File: src/hdl/afe_defines.svh
// Constants for the video front end control and pixel output block.
// Assumes a single 10 MHz core clock; included by bare name.
`ifndef AFE_DEFINES_SVH
`define AFE_DEFINES_SVH

`define CORE_CLK_NS    100
`define RESET_MIN_NS   1000
`define RESET_MIN_CYC  ((`RESET_MIN_NS + `CORE_CLK_NS - 1) / `CORE_CLK_NS)
`define PIX_BITS       10
`define PLL_DIV_DEF    8
`define XTAL_DIV_DEF   1
`define HS_WIDE_NS     4000
`define HS_WIDE_CYC    (`HS_WIDE_NS / `CORE_CLK_NS)
`define H_BACK_DEF     4
`define H_ACTIVE_DEF   16
`define FIFO_DEPTH_DEF 8
`define TW_ADDR_LOW    7'h4c
`define TW_ADDR_HIGH   7'h4d
`define TW_BITS        4'h8
`define SYNC_PINS      13

`endif

File: src/hdl/afe_pkg.sv
// Types shared by the front end control and pixel output modules.
// Assumes afe_defines.svh supplies every numeric constant.
package afe_pkg;

   // Active horizontal sync source
   typedef enum logic [1:0] {
      SRC_SEPARATE  = 2'h0,
      SRC_COMPOSITE = 2'h1,
      SRC_SOG       = 2'h3
   } sync_src_e;

   // Two-wire slave states, Gray along the write path
   typedef enum logic [2:0] {
      TW_IDLE = 3'h0,
      TW_ADDR = 3'h1,
      TW_AACK = 3'h3,
      TW_DATA = 3'h2,
      TW_DACK = 3'h6,
      TW_SKIP = 3'h7
   } tw_state_e;

endpackage

File: src/hdl/video_afe_top.sv
// Control inputs, sync handling and pixel output of a video front end.
// Assumes ADC samples and reset arrive on the core clock; other pins are async.
// Operation
// - With external clamp selected, a high clamp input connects the clamp.
// - A high phase-invert input moves sampling by half a pixel period.
// - Fast blank comes out delayed to line up with its pixel data.
// - A crystal clock output runs at the crystal rate or half of it.
// - The management port answers at 0x98 or 0x9a per the address strap.
// - The management port is two-wire with open-drain data, host as master.
// - Each pixel leaves as three parallel 10-bit colour words.
// - A pixel data clock and its inverse go out for capture.
// - The aligned hsync output carries pure horizontal sync only.
// - A buffered copy of the active hsync source passes all pulses.
// - For composite sync, vsync out stands while the hsync pattern breaks.
// - An external clock input can replace the internal pixel clock.
// - With external hold selected, the PLL ignores sync edges while held.
// - Data valid is high in active video, low in both blankings.
`timescale 1ns/1ps
`include "afe_defines.svh"
module video_afe_top import afe_pkg::*; #(
   parameter int PIX_W    = `PIX_BITS,
   parameter int PLL_DIV  = `PLL_DIV_DEF,
   parameter int XTAL_DIV = `XTAL_DIV_DEF,
   parameter int H_BACK   = `H_BACK_DEF,
   parameter int H_ACTIVE = `H_ACTIVE_DEF,
   parameter int DEPTH    = `FIFO_DEPTH_DEF
) (
   input  wire logic             core_clk_i,
   input  wire logic             reset_n_i,
   input  wire logic             ext_clamp_in_i,
   input  wire logic             ext_clamp_sel_i,
   output logic                  clamp_connect_o,
   input  wire logic             phase_invert_in_i,
   input  wire logic             fast_blank_in_i,
   output logic                  fast_blank_out_o,
   input  wire logic             xclk_half_sel_i,
   output logic                  crystal_clock_out_o,
   input  wire logic             bus_addr_strap_i,
   input  wire logic             scl_i,
   input  wire logic             sda_i,
   output logic                  sda_o,
   output logic                  sda_oe_o,
   input  wire logic             external_clock_in_i,
   input  wire logic             clk_src_ext_i,
   input  wire logic [PIX_W-1:0] red_sample_i,
   input  wire logic [PIX_W-1:0] green_sample_i,
   input  wire logic [PIX_W-1:0] blue_sample_i,
   output logic                  sample_ready_o,
   output logic [PIX_W-1:0]      red_o,
   output logic [PIX_W-1:0]      green_o,
   output logic [PIX_W-1:0]      blue_o,
   output logic                  data_clk_o,
   output logic                  data_clk_n_o,
   input  wire logic             pixel_ready_i,
   input  wire logic             hsync_in_i,
   input  wire logic             vsync_in_i,
   input  wire logic             sync_on_green_i,
   input  wire logic [1:0]       sync_src_i,
   input  wire logic             pll_hold_in_i,
   input  wire logic             pll_hold_sel_i,
   output logic                  aligned_hsync_out_o,
   output logic                  buffered_hsync_out_o,
   output logic                  buffered_vsync_out_o,
   output logic                  video_valid_out_o
);
   localparam int WORD_W = 3 * PIX_W + 3;
   localparam logic [11:0] WIDE_CYC = 12'(`HS_WIDE_CYC);
   localparam logic [11:0] DE_FROM  = 12'(H_BACK);
   localparam logic [11:0] DE_TO    = 12'(H_BACK + H_ACTIVE);
   localparam logic [7:0]  PLL_LAST = 8'(PLL_DIV - 1);
   localparam logic [7:0]  PLL_HALF = 8'(PLL_DIV / 2);
   localparam logic [7:0]  XT_LAST  = 8'(XTAL_DIV - 1);

   // Counters are 8 and 12 bits wide; refuse what they cannot hold
   if (PLL_DIV < 2 || PLL_DIV > 255 || XTAL_DIV < 1 || XTAL_DIV > 128 ||
       H_BACK + H_ACTIVE > 4095 || H_ACTIVE < 1) begin : g_chk
      $error("video_afe_top parameter out of range");
   end

   // Edge helpers on synchronised levels
   function automatic logic rose(input logic now, input logic was);
      return now & ~was;
   endfunction
   function automatic logic fell(input logic now, input logic was);
      return ~now & was;
   endfunction

   // Pin synchroniser: the first stage feeds only the second
   logic [`SYNC_PINS-1:0] meta_ff, pin_ff;
   always_ff @(posedge core_clk_i) begin
      meta_ff <= {ext_clamp_in_i, ext_clamp_sel_i, phase_invert_in_i,
                  fast_blank_in_i, xclk_half_sel_i, external_clock_in_i,
                  clk_src_ext_i, hsync_in_i, vsync_in_i, sync_on_green_i,
                  pll_hold_in_i, pll_hold_sel_i, pixel_ready_i};
      pin_ff  <= meta_ff;
   end

   logic clamp_s, clamp_sel_s, inv_s, fb_s, half_s, xclk_s, ext_sel_s;
   logic hs_s, vs_s, sog_s, hold_s, hold_sel_s, down_rdy_s;
   assign {clamp_s, clamp_sel_s, inv_s, fb_s, half_s, xclk_s, ext_sel_s,
           hs_s, vs_s, sog_s, hold_s, hold_sel_s, down_rdy_s} = pin_ff;

   // Sync source select is a static strap-like setting, sampled too
   logic [1:0] src_meta_ff, src_ff;
   always_ff @(posedge core_clk_i) begin
      src_meta_ff <= sync_src_i;
      src_ff      <= src_meta_ff;
   end

   // Sync, PLL and line timing state
   logic        src_hs, composite, hs_pure, src_clk, pix_stb, de;
   logic        hs_q_ff, vs_det_ff, nxt_vs_det, pure_q_ff, clk_q_ff;
   logic        bufhs_ff, bufvs_ff, clamp_ff, nxt_bufvs;
   logic [11:0] wid_ff, nxt_wid, pix_ff, nxt_pix;
   logic [7:0]  pll_ff, nxt_pll;

   always_comb begin
      src_hs    = (sync_src_e'(src_ff) == SRC_SOG) ? sog_s : hs_s;
      composite = sync_src_e'(src_ff) != SRC_SEPARATE;
      // Broad pulses in the vertical interval must not reach hsync
      hs_pure   = src_hs & ~(composite & vs_det_ff);
      // Pulse width counter, saturating
      nxt_wid = src_hs ? ((wid_ff == '1) ? wid_ff : wid_ff + 12'h1) : '0;
      // Broad pulse marks the break; first normal pulse ends it
      nxt_vs_det = vs_det_ff;
      if (src_hs && wid_ff >= WIDE_CYC) begin
         nxt_vs_det = 1'b1;
      end else if (fell(src_hs, hs_q_ff) && wid_ff < WIDE_CYC) begin
         nxt_vs_det = 1'b0;
      end
      nxt_bufvs = composite ? vs_det_ff : vs_s;
      // PLL model: divider re-phased on each hsync unless held
      // Hold freezes the phase only; the divider keeps counting
      nxt_pll = (pll_ff == PLL_LAST) ? '0 : pll_ff + 8'h1;
      if (rose(src_hs, hs_q_ff) && !(hold_sel_s && hold_s)) begin
         nxt_pll = '0;
      end
      src_clk = ext_sel_s ? xclk_s : (pll_ff < PLL_HALF);
      // Falling edge instead of rising is half a pixel later
      pix_stb = inv_s ? fell(src_clk, clk_q_ff)
                      : rose(src_clk, clk_q_ff);
      // Pixels counted from the start of each pure hsync pulse
      nxt_pix = pix_ff;
      if (rose(hs_pure, pure_q_ff)) begin
         nxt_pix = '0;
      end else if (pix_stb && pix_ff != '1) begin
         nxt_pix = pix_ff + 12'h1;
      end
      de = ~bufvs_ff & (pix_ff >= DE_FROM) & (pix_ff < DE_TO);
   end

   always_ff @(posedge core_clk_i) begin
      if (!reset_n_i) begin
         hs_q_ff   <= 1'b0;
         pure_q_ff <= 1'b0;
         clk_q_ff  <= 1'b0;
         vs_det_ff <= 1'b0;
         bufhs_ff  <= 1'b0;
         bufvs_ff  <= 1'b0;
         clamp_ff  <= 1'b0;
         wid_ff    <= '0;
         pix_ff    <= '1;
         pll_ff    <= '0;
      end else begin
         hs_q_ff   <= src_hs;
         pure_q_ff <= hs_pure;
         clk_q_ff  <= src_clk;
         vs_det_ff <= nxt_vs_det;
         bufhs_ff  <= src_hs;
         bufvs_ff  <= nxt_bufvs;
         clamp_ff  <= clamp_sel_s & clamp_s;
         wid_ff    <= nxt_wid;
         pix_ff    <= nxt_pix;
         pll_ff    <= nxt_pll;
      end
   end

   // Crystal clock divider: half rate doubles the toggle interval
   logic [7:0] xt_ff, nxt_xt;
   logic       xt_half_ff, nxt_xt_half, xclk_ff, nxt_xclk;
   always_comb begin
      nxt_xt      = xt_ff;
      nxt_xt_half = xt_half_ff;
      nxt_xclk    = xclk_ff;
      if (xt_ff == XT_LAST) begin
         nxt_xt      = '0;
         nxt_xt_half = ~xt_half_ff;
         if (!half_s || xt_half_ff) begin
            nxt_xclk = ~xclk_ff;
         end
      end else begin
         nxt_xt = xt_ff + 8'h1;
      end
   end

   always_ff @(posedge core_clk_i) begin
      if (!reset_n_i) begin
         xt_ff      <= '0;
         xt_half_ff <= 1'b0;
         xclk_ff    <= 1'b0;
      end else begin
         xt_ff      <= nxt_xt;
         xt_half_ff <= nxt_xt_half;
         xclk_ff    <= nxt_xclk;
      end
   end

   // One word carries every per-pixel field through the same path
   logic [WORD_W-1:0] in_word, out_word;
   logic              in_rdy, out_vld, pop;
   assign in_word = {fb_s, hs_pure, de, red_sample_i, green_sample_i,
                     blue_sample_i};

   // Samples offered while full are dropped; sample_ready_o warns the ADC
   pix_fifo #(
      .WIDTH (WORD_W),
      .DEPTH (DEPTH)
   ) u_fifo (
      .core_clk_i  (core_clk_i),
      .reset_n_i   (reset_n_i),
      .in_valid_i  (pix_stb),
      .in_ready_o  (in_rdy),
      .in_data_i   (in_word),
      .out_valid_o (out_vld),
      .out_ready_i (pop),
      .out_data_o  (out_word)
   );

   // Output stage: new word on the falling data clock, rise one cycle on
   logic             dclk_ff, nxt_dclk, rdy_ff, fbo_ff, hso_ff, deo_ff;
   logic             dclk_n_ff;
   logic [PIX_W-1:0] r_ff, g_ff, b_ff;
   always_comb begin
      pop      = out_vld & down_rdy_s & dclk_ff;
      nxt_dclk = pop ? 1'b0 : 1'b1;
   end

   always_ff @(posedge core_clk_i) begin
      if (!reset_n_i) begin
         dclk_ff <= 1'b1;
         dclk_n_ff <= 1'b0;
         rdy_ff  <= 1'b0;
         fbo_ff  <= 1'b0;
         hso_ff  <= 1'b0;
         deo_ff  <= 1'b0;
         r_ff    <= '0;
         g_ff    <= '0;
         b_ff    <= '0;
      end else begin
         dclk_ff <= nxt_dclk;
         // Own flop, so the pair never skews by a gate
         dclk_n_ff <= ~nxt_dclk;
         rdy_ff  <= in_rdy;
         if (pop) begin
            {fbo_ff, hso_ff, deo_ff, r_ff, g_ff, b_ff} <= out_word;
         end
      end
   end

   two_wire_slave u_mgmt (
      .core_clk_i   (core_clk_i),
      .reset_n_i    (reset_n_i),
      .scl_i        (scl_i),
      .sda_i        (sda_i),
      .addr_strap_i (bus_addr_strap_i),
      .sda_o        (sda_o),
      .sda_oe_o     (sda_oe_o)
   );

   // All outputs straight from flops
   assign clamp_connect_o      = clamp_ff;
   assign fast_blank_out_o     = fbo_ff;
   assign crystal_clock_out_o  = xclk_ff;
   assign sample_ready_o       = rdy_ff;
   assign red_o                = r_ff;
   assign green_o              = g_ff;
   assign blue_o               = b_ff;
   assign data_clk_o           = dclk_ff;
   assign data_clk_n_o         = dclk_n_ff;
   assign aligned_hsync_out_o  = hso_ff;
   assign buffered_hsync_out_o = bufhs_ff;
   assign buffered_vsync_out_o = bufvs_ff;
   assign video_valid_out_o    = deo_ff;
endmodule

File: src/hdl/pix_fifo.sv
// Flip-flop FIFO with valid and ready on both sides.
// Assumes one clock and a synchronous active-low reset.
`timescale 1ns/1ps
`include "afe_defines.svh"
module pix_fifo import afe_pkg::*; #(
   parameter int WIDTH = 33,
   parameter int DEPTH = `FIFO_DEPTH_DEF
) (
   input  wire logic             core_clk_i,
   input  wire logic             reset_n_i,
   input  wire logic             in_valid_i,
   output logic                  in_ready_o,
   input  wire logic [WIDTH-1:0] in_data_i,
   output logic                  out_valid_o,
   input  wire logic             out_ready_i,
   output logic [WIDTH-1:0]      out_data_o
);
   localparam int AW = $clog2(DEPTH);

   // Pointers need a power of two so that wrap is free
   if (DEPTH < 2 || (1 << AW) != DEPTH) begin : g_chk
      $error("pix_fifo DEPTH must be a power of two, at least 2");
   end

   logic [WIDTH-1:0] mem_ff [DEPTH];
   logic [AW:0]      wr_ff, rd_ff, nxt_wr, nxt_rd;
   logic             push, pop;

   // Extra pointer bit tells full from empty
   always_comb begin
      in_ready_o  = (wr_ff - rd_ff) != (AW+1)'(DEPTH);
      out_valid_o = wr_ff != rd_ff;
      out_data_o  = mem_ff[rd_ff[AW-1:0]];
      push        = in_valid_i & in_ready_o;
      pop         = out_valid_o & out_ready_i;
      nxt_wr      = push ? wr_ff + 1'b1 : wr_ff;
      nxt_rd      = pop ? rd_ff + 1'b1 : rd_ff;
   end

   always_ff @(posedge core_clk_i) begin
      if (!reset_n_i) begin
         wr_ff <= '0;
         rd_ff <= '0;
      end else begin
         wr_ff <= nxt_wr;
         rd_ff <= nxt_rd;
      end
   end

   // Storage is not reset; only written words are ever read
   always_ff @(posedge core_clk_i) begin
      if (push) begin
         mem_ff[wr_ff[AW-1:0]] <= in_data_i;
      end
   end
endmodule

File: src/hdl/two_wire_slave.sv
// Two-wire management port: address match and acknowledge only.
// Assumes raw pins at the ports; they are synchronised here.
`timescale 1ns/1ps
`include "afe_defines.svh"
module two_wire_slave import afe_pkg::*; (
   input  wire logic core_clk_i,
   input  wire logic reset_n_i,
   input  wire logic scl_i,
   input  wire logic sda_i,
   input  wire logic addr_strap_i,
   output logic      sda_o,
   output logic      sda_oe_o
);
   logic [2:0] meta_ff, sync_ff;
   logic       scl_q_ff, sda_q_ff, strap_ff, strap_done_ff;
   tw_state_e  state_ff, nxt_state;
   logic [3:0] cnt_ff, nxt_cnt;
   logic [7:0] sh_ff, nxt_sh;
   logic       oe_ff, nxt_oe, rd_ff, nxt_rd;
   logic       scl, sda, rise, fall, start, stop;
   logic [6:0] my_addr;

   // Pins pass two flops; strap is caught once after reset release
   always_ff @(posedge core_clk_i) begin
      meta_ff  <= {addr_strap_i, sda_i, scl_i};
      sync_ff  <= meta_ff;
      scl_q_ff <= sync_ff[0];
      sda_q_ff <= sync_ff[1];
      if (!reset_n_i) begin
         strap_done_ff <= 1'b0;
         strap_ff      <= 1'b0;
      end else if (!strap_done_ff) begin
         strap_done_ff <= 1'b1;
         strap_ff      <= sync_ff[2];
      end
   end

   // Bus events; a start inside a byte restarts the address phase
   always_comb begin
      scl     = sync_ff[0];
      sda     = sync_ff[1];
      rise    = scl & ~scl_q_ff;
      fall    = ~scl & scl_q_ff;
      start   = scl & scl_q_ff & sda_q_ff & ~sda;
      stop    = scl & scl_q_ff & ~sda_q_ff & sda;
      my_addr = strap_ff ? `TW_ADDR_HIGH : `TW_ADDR_LOW;
      nxt_state = state_ff;
      nxt_cnt   = cnt_ff;
      nxt_sh    = sh_ff;
      nxt_oe    = oe_ff;
      nxt_rd    = rd_ff;
      if (start) begin
         nxt_state = TW_ADDR;
         nxt_cnt   = '0;
         nxt_oe    = 1'b0;
      end else if (stop) begin
         nxt_state = TW_IDLE;
         nxt_oe    = 1'b0;
      end else begin
         case (state_ff)
            TW_ADDR, TW_DATA: begin
               if (rise) begin
                  nxt_sh  = {sh_ff[6:0], sda};
                  nxt_cnt = cnt_ff + 4'h1;
               end else if (fall && cnt_ff == `TW_BITS) begin
                  if (state_ff == TW_DATA) begin
                     nxt_state = TW_DACK;
                     nxt_oe    = 1'b1;
                  end else if (sh_ff[7:1] == my_addr) begin
                     nxt_state = TW_AACK;
                     nxt_oe    = 1'b1;
                     nxt_rd    = sh_ff[0];
                  end else begin
                     nxt_state = TW_SKIP;
                  end
               end
            end
            TW_AACK, TW_DACK: begin
               if (fall) begin
                  nxt_oe    = 1'b0;
                  nxt_cnt   = '0;
                  // Reads return released bus, so the master sees ones
                  nxt_state = rd_ff ? TW_SKIP : TW_DATA;
               end
            end
            default: ;
         endcase
      end
   end

   always_ff @(posedge core_clk_i) begin
      if (!reset_n_i) begin
         state_ff <= TW_IDLE;
         cnt_ff   <= '0;
         sh_ff    <= '0;
         oe_ff    <= 1'b0;
         rd_ff    <= 1'b0;
      end else begin
         state_ff <= nxt_state;
         cnt_ff   <= nxt_cnt;
         sh_ff    <= nxt_sh;
         oe_ff    <= nxt_oe;
         rd_ff    <= nxt_rd;
      end
   end

   // Open drain: only ever pulls low
   assign sda_o    = 1'b0;
   assign sda_oe_o = oe_ff;
endmodule

File: config.mk
export PLATFORM = sky130hd
export DESIGN_NAME = video_afe_top
export DESIGN_NICKNAME = d
export VERILOG_FILES = /design/src/hdl/afe_pkg.sv /design/src/hdl/video_afe_top.sv /design/src/hdl/pix_fifo.sv /design/src/hdl/two_wire_slave.sv
export VERILOG_INCLUDE_DIRS = /design/src /design/src/hdl
export SDC_FILE = /design/constraint.sdc
export NUM_CORES = 1
export LEC_CHECK = 0
export ABC_AREA = 1
export ABC_CLOCK_PERIOD_IN_PS = 10800
export BUFFER_PORTS_ARGS = -buffer_cell sky130_fd_sc_hd__clkbuf_2
export CORE_UTILIZATION = 45
export DETAILED_ROUTE_END_ITERATION = 8
export HOLD_SLACK_MARGIN = 0.06
export MAX_ROUTING_LAYER = met4
export SYNTH_ARGS = -nofsm -noshare
export SYNTH_HDL_FRONTEND = slang
export SYNTH_SLANG_ARGS = --single-unit
File: constraint.sdc
create_clock -name core_clk_i -period 10.8 [get_ports core_clk_i]
set_input_delay 0.54 -clock core_clk_i [delete_from_list [all_inputs] [get_ports core_clk_i]]
set_output_delay 0.54 -clock core_clk_i [all_outputs]
set_load 0.01 [all_outputs]
==> insert_results.sql <==
INSERT INTO impl_metrics (metric_group, metric, value, unit) VALUES
('drt', 'wl_per_cell', '16.84', 'um'),
('run_status', 'result_of_the_run', 'complete, no violations', ''),
('finish', 'synthToLayoutAreaGrowth', '14.70', '%'),
('timing', 'min_period', '4.056', 'ns'),
('finish', 'most-common-layout-cells', '264 x sky130_fd_sc_hd__edfxtp_1, 259 x sky130_fd_sc_hd__nor2_1, 149 x sky130_fd_sc_hd__o21ai_1', ''),
('die', 'chip_height', '190.1', 'um'),
('die', 'fp.dieArea', '0.03614', 'sq mm'),
('finish', 'final_design_area_no_fill', '0.01826', 'sq mm'),
('drt', 'ant_nets', '0', ''),
('drt', 'drt_wl_total', '34470', 'um'),
('setup_path', 'worst-path-buf-inv', '3', ''),
('setup_path', 'cp.required', '10.99', 'ns'),
('finish', 'fillerInstances', '3019', ''),
('setup_path', 'path_max_fanout', '78', ''),
('setup_path', 'ff2ff_path_depth', '11', ''),
('global_routing', 'antenna_found_initial', '1', ''),
('power', 'p_leak', '6.643', 'nW'),
('worst_hold_path', 'min-delay-path-class', 'input pin to flop', ''),
('logic_synthesis', 'postSynthAreaPerCell', '10.87', 'sq um'),
('drt', 'routed-via-count', '10680', ''),
('logic_synthesis', 'synth_fp_nets', '1529', ''),
('logic_synthesis', 'yosysWarningCount', '0', ''),
('logic_synthesis', 'count_of_flip_flops_with_a_built_in_enable_after_synthesis', '264', ''),
('power', 'design_power', '3.726', 'mW'),
('timing', 'grt_setup_unrepaired', 'no', ''),
('placement', 'gp_congestion', '0.8532', ''),
('setup_path', 'regToRegEndpoint', 'u_fifo.mem_ff[3][18]$_DFFE_PP_', ''),
('placement', 'postPlaceCellArea', '0.01679', 'sq mm'),
('logic_synthesis', 'netlist_instances', '1465', ''),
('timing', 'worst_setup_skew_after_layout', '0.01506', 'ns'),
('logic_synthesis', 'synth-seq-cells', '413', ''),
('clocking', 'clock_sinks', '413', ''),
('clocking', 'clkTransAtPathRegs', '0.06', 'ns'),
('die', 'core.rowCount', '68', ''),
('setup_path', 'r2r_slack', '6.74', 'ns'),
('clocking', 'cts_buffer_depth', '3', ''),
('die', 'fp.dieW', '190.1', 'um'),
('clocking', 'tritoncts_clock_tree', 'done', ''),
('finish', 'leading_cell_type_in_the_layout_fill_and_taps_excluded', 'sky130_fd_sc_hd__edfxtp_1', ''),
('timing', 'timing.final.hold_violations', '0', ''),
('setup_path', 'timing.critical_path.slowest_stage_cell', 'sky130_fd_sc_hd__buf_4', ''),
('timing', 'max_slew.worst_pin.slew', '1.052', 'ns'),
('logic_synthesis', 'yosysUniqueCellTypes', '41', ''),
('die', 'floorplan.core_area', '0.03471', 'sq mm'),
('setup_path', 'endpoint_kind', 'flop', ''),
('global_routing', 'gr-usage-all-layers', '19.95', '%'),
('finish', 'design.final.nets', '1621', ''),
('setup_path', 'cp_data_arrival_time', '4.25', 'ns'),
('die', 'floorplan.initialDensity', '45.87', '%'),
('worst_hold_path', 'hold_end', 'meta_ff[11]$_DFF_P_', ''),
('timing', 'slew_viol_final', '0', ''),
('global_routing', 'grt_pass1_vias', '10150', ''),
('die', 'boundaryPins', '92', ''),
('worst_hold_path', 'worst_hold_startpoint', 'ext_clamp_sel_i', ''),
('job', 'cap_violations', '0', ''),
('timing', 'timing.setup.tns', '0', 'ns'),
('logic_synthesis', 'async_reset_ff_share', '0', '%'),
('drt', 'drcViolationCount', '0', ''),
('global_routing', 'grt_start_max_net_pins', '100', ''),
('drt', 'per_cell_via_count_in_the_routed_design', '5.217', ''),
('setup_path', 'start_kind', 'flop', ''),
('setup_path', 'worstReg2RegStart', 'u_fifo.rd_ff[0]$_SDFFE_PN0P_', ''),
('finish', 'final_layout_size_suffix_gt1_share', '12.95', '%'),
('logic_synthesis', 'synth_sequential_area_ratio', '68.53', '%'),
('clocking', 'clockRootBuffer', 'sky130_fd_sc_hd__clkbuf_16', ''),
('setup_path', 'crit_chain', 'buf_4 > ha_1 > inv_1 > nand3_1 > nand2_1 > nand2_1 > nand2_1 > nand2_1 > nand2_2 > nor3_2 > buf_4', ''),
('logic_synthesis', 'yosys_most_used_dff', 'sky130_fd_sc_hd__edfxtp_1', ''),
('logic_synthesis', 'post_synth_instance_area', '0.01592', 'sq mm'),
('clocking', 'cts_max_level', '2', ''),
('timing', 'relSlewSlack', '29.86', '%'),
('placement', 'hpwl', '18610', 'um');
-- cell usage after synthesis (5+ instances only) --
cell type,number,area (sq um)
sky130_fd_sc_hd__a21oi_1,37,185.2
sky130_fd_sc_hd__a31oi_1,5,31.28
sky130_fd_sc_hd__buf_1,8,30.03
sky130_fd_sc_hd__buf_2,23,115.1
sky130_fd_sc_hd__buf_4,8,60.06
sky130_fd_sc_hd__clkbuf_1,30,112.6
sky130_fd_sc_hd__dfxtp_1,149,2983
sky130_fd_sc_hd__edfxtp_1,264,7928
sky130_fd_sc_hd__ha_1,14,175.2
sky130_fd_sc_hd__inv_1,71,266.5
sky130_fd_sc_hd__inv_2,10,37.54
sky130_fd_sc_hd__nand2_1,113,424.2
sky130_fd_sc_hd__nand2_2,6,37.54
sky130_fd_sc_hd__nand3_1,96,480.5
sky130_fd_sc_hd__nand4_1,13,81.33
sky130_fd_sc_hd__nor2_1,263,987.2
sky130_fd_sc_hd__nor3_1,23,115.1
sky130_fd_sc_hd__nor4_1,5,31.28
sky130_fd_sc_hd__o21ai_0,104,520.5
sky130_fd_sc_hd__o21ai_1,149,745.7
sky130_fd_sc_hd__o22ai_1,33,206.5
sky130_fd_sc_hd__xor2_1,14,122.6
-- report_power, final --
group / switching, mW / internal [mW]
combinational: 0.331 / 0.158
clock: 0.592 / 0.822
sequential: 0.0634 / 1.76
total: 0.986 / 2.74
-- state kept, by name, summed over array words and instances, names as in the netlist, 8 cells and up --
signal	flops
u_fifo.mem_ff	264
pin_ff	13
meta_ff	13
blue_o	10
u_mgmt.sh_ff	8
xt_ff	8
pll_ff	8
green_o	10
pix_ff	12
wid_ff	12
red_o	10
-- how the worst max path moves through the flow --
stage	end	start	slack, ns	cells past startpoint
6_report	u_fifo.mem_ff[3][18]$_DFFE_PP_	u_fifo.rd_ff[0]$_SDFFE_PN0P_	6.74	11
3_5_place_dp	u_fifo.mem_ff[3][13]$_DFFE_PP_	u_fifo.rd_ff[0]$_SDFFE_PN0P_	6.65	11
5_1_grt	u_fifo.mem_ff[3][19]$_DFFE_PP_	u_fifo.rd_ff[0]$_SDFFE_PN0P_	6.44	11
3_3_place_gp	u_fifo.mem_ff[3][13]$_DFFE_PP_	u_fifo.rd_ff[0]$_SDFFE_PN0P_	6.80	11
2_1_floorplan	u_fifo.mem_ff[6][0]$_DFFE_PP_	u_fifo.rd_ff[2]$_SDFFE_PN0P_	6.22	11
4_1_cts	u_fifo.mem_ff[3][5]$_DFFE_PP_	u_fifo.rd_ff[0]$_SDFFE_PN0P_	6.64	11
-- cell families (layout without fill, tap and decap cells) --
group,count (synthesis),in the layout,share of synthesized area (%)
xor gates and xnor gates,17,17,0.9352
other,1,2,0.02355
adders and majority gates,14,14,1.100
buffers and inverters,152,278,4.000
and+or+nand+nor,536,536,14.55
AOI/OAI and AO/OA,332,332,10.87
DFF,413,413,68.53
-- what timing repair did --
| item | CTS | global route |
|---|---|---|
| endpoints found under the hold margin | 12 | 0 |
| gates resized for setup | 0 | 0 |
| hold buffers | 12 | 0 |
-- area by class of cell --
type / instances / area (sq um) / area share (%)
Tap cell: 455 / 569.3 / 3.117
Sequential cell: 413 / 10920 / 59.77
Antenna cell: 1 / 2.502 / 0.01370
Timing Repair Buffer: 117 / 683.2 / 3.741
Clock buffer: 61 / 1195 / 6.543
Multi-Input combinational cell: 900 / 4429 / 24.25
Clock inverter: 18 / 157.7 / 0.8633
Inverter: 82 / 309.0 / 1.692
-- per-layer routing --
metal,global-route usage (%),routed length (um),vias up
met4,7.041,854,0
li1,-,-,5311
met1,25.59,15900,5099
met3,2.970,1475,61
met5,-,0,-
met2,32.23,16240,209
-- through the flow --
step | cells | setup slack [ns] | utilization (%) | hold slack, ns
floorplan | 1465 | 6.224 | - | 0.3096
global placement | 1955 | 6.804 | 48.36 | 0.3104
detailed placement | 1955 | 6.653 | 48.36 | 0.3121
CTS | 2046 | 6.639 | 52.60 | 0.06030
global route | 2047 | 6.435 | 52.61 | 0.07238
finish | 2047 | 6.744 | 52.61 | 0.09077
Note: power is estimated with default switching activity, not from simulation.
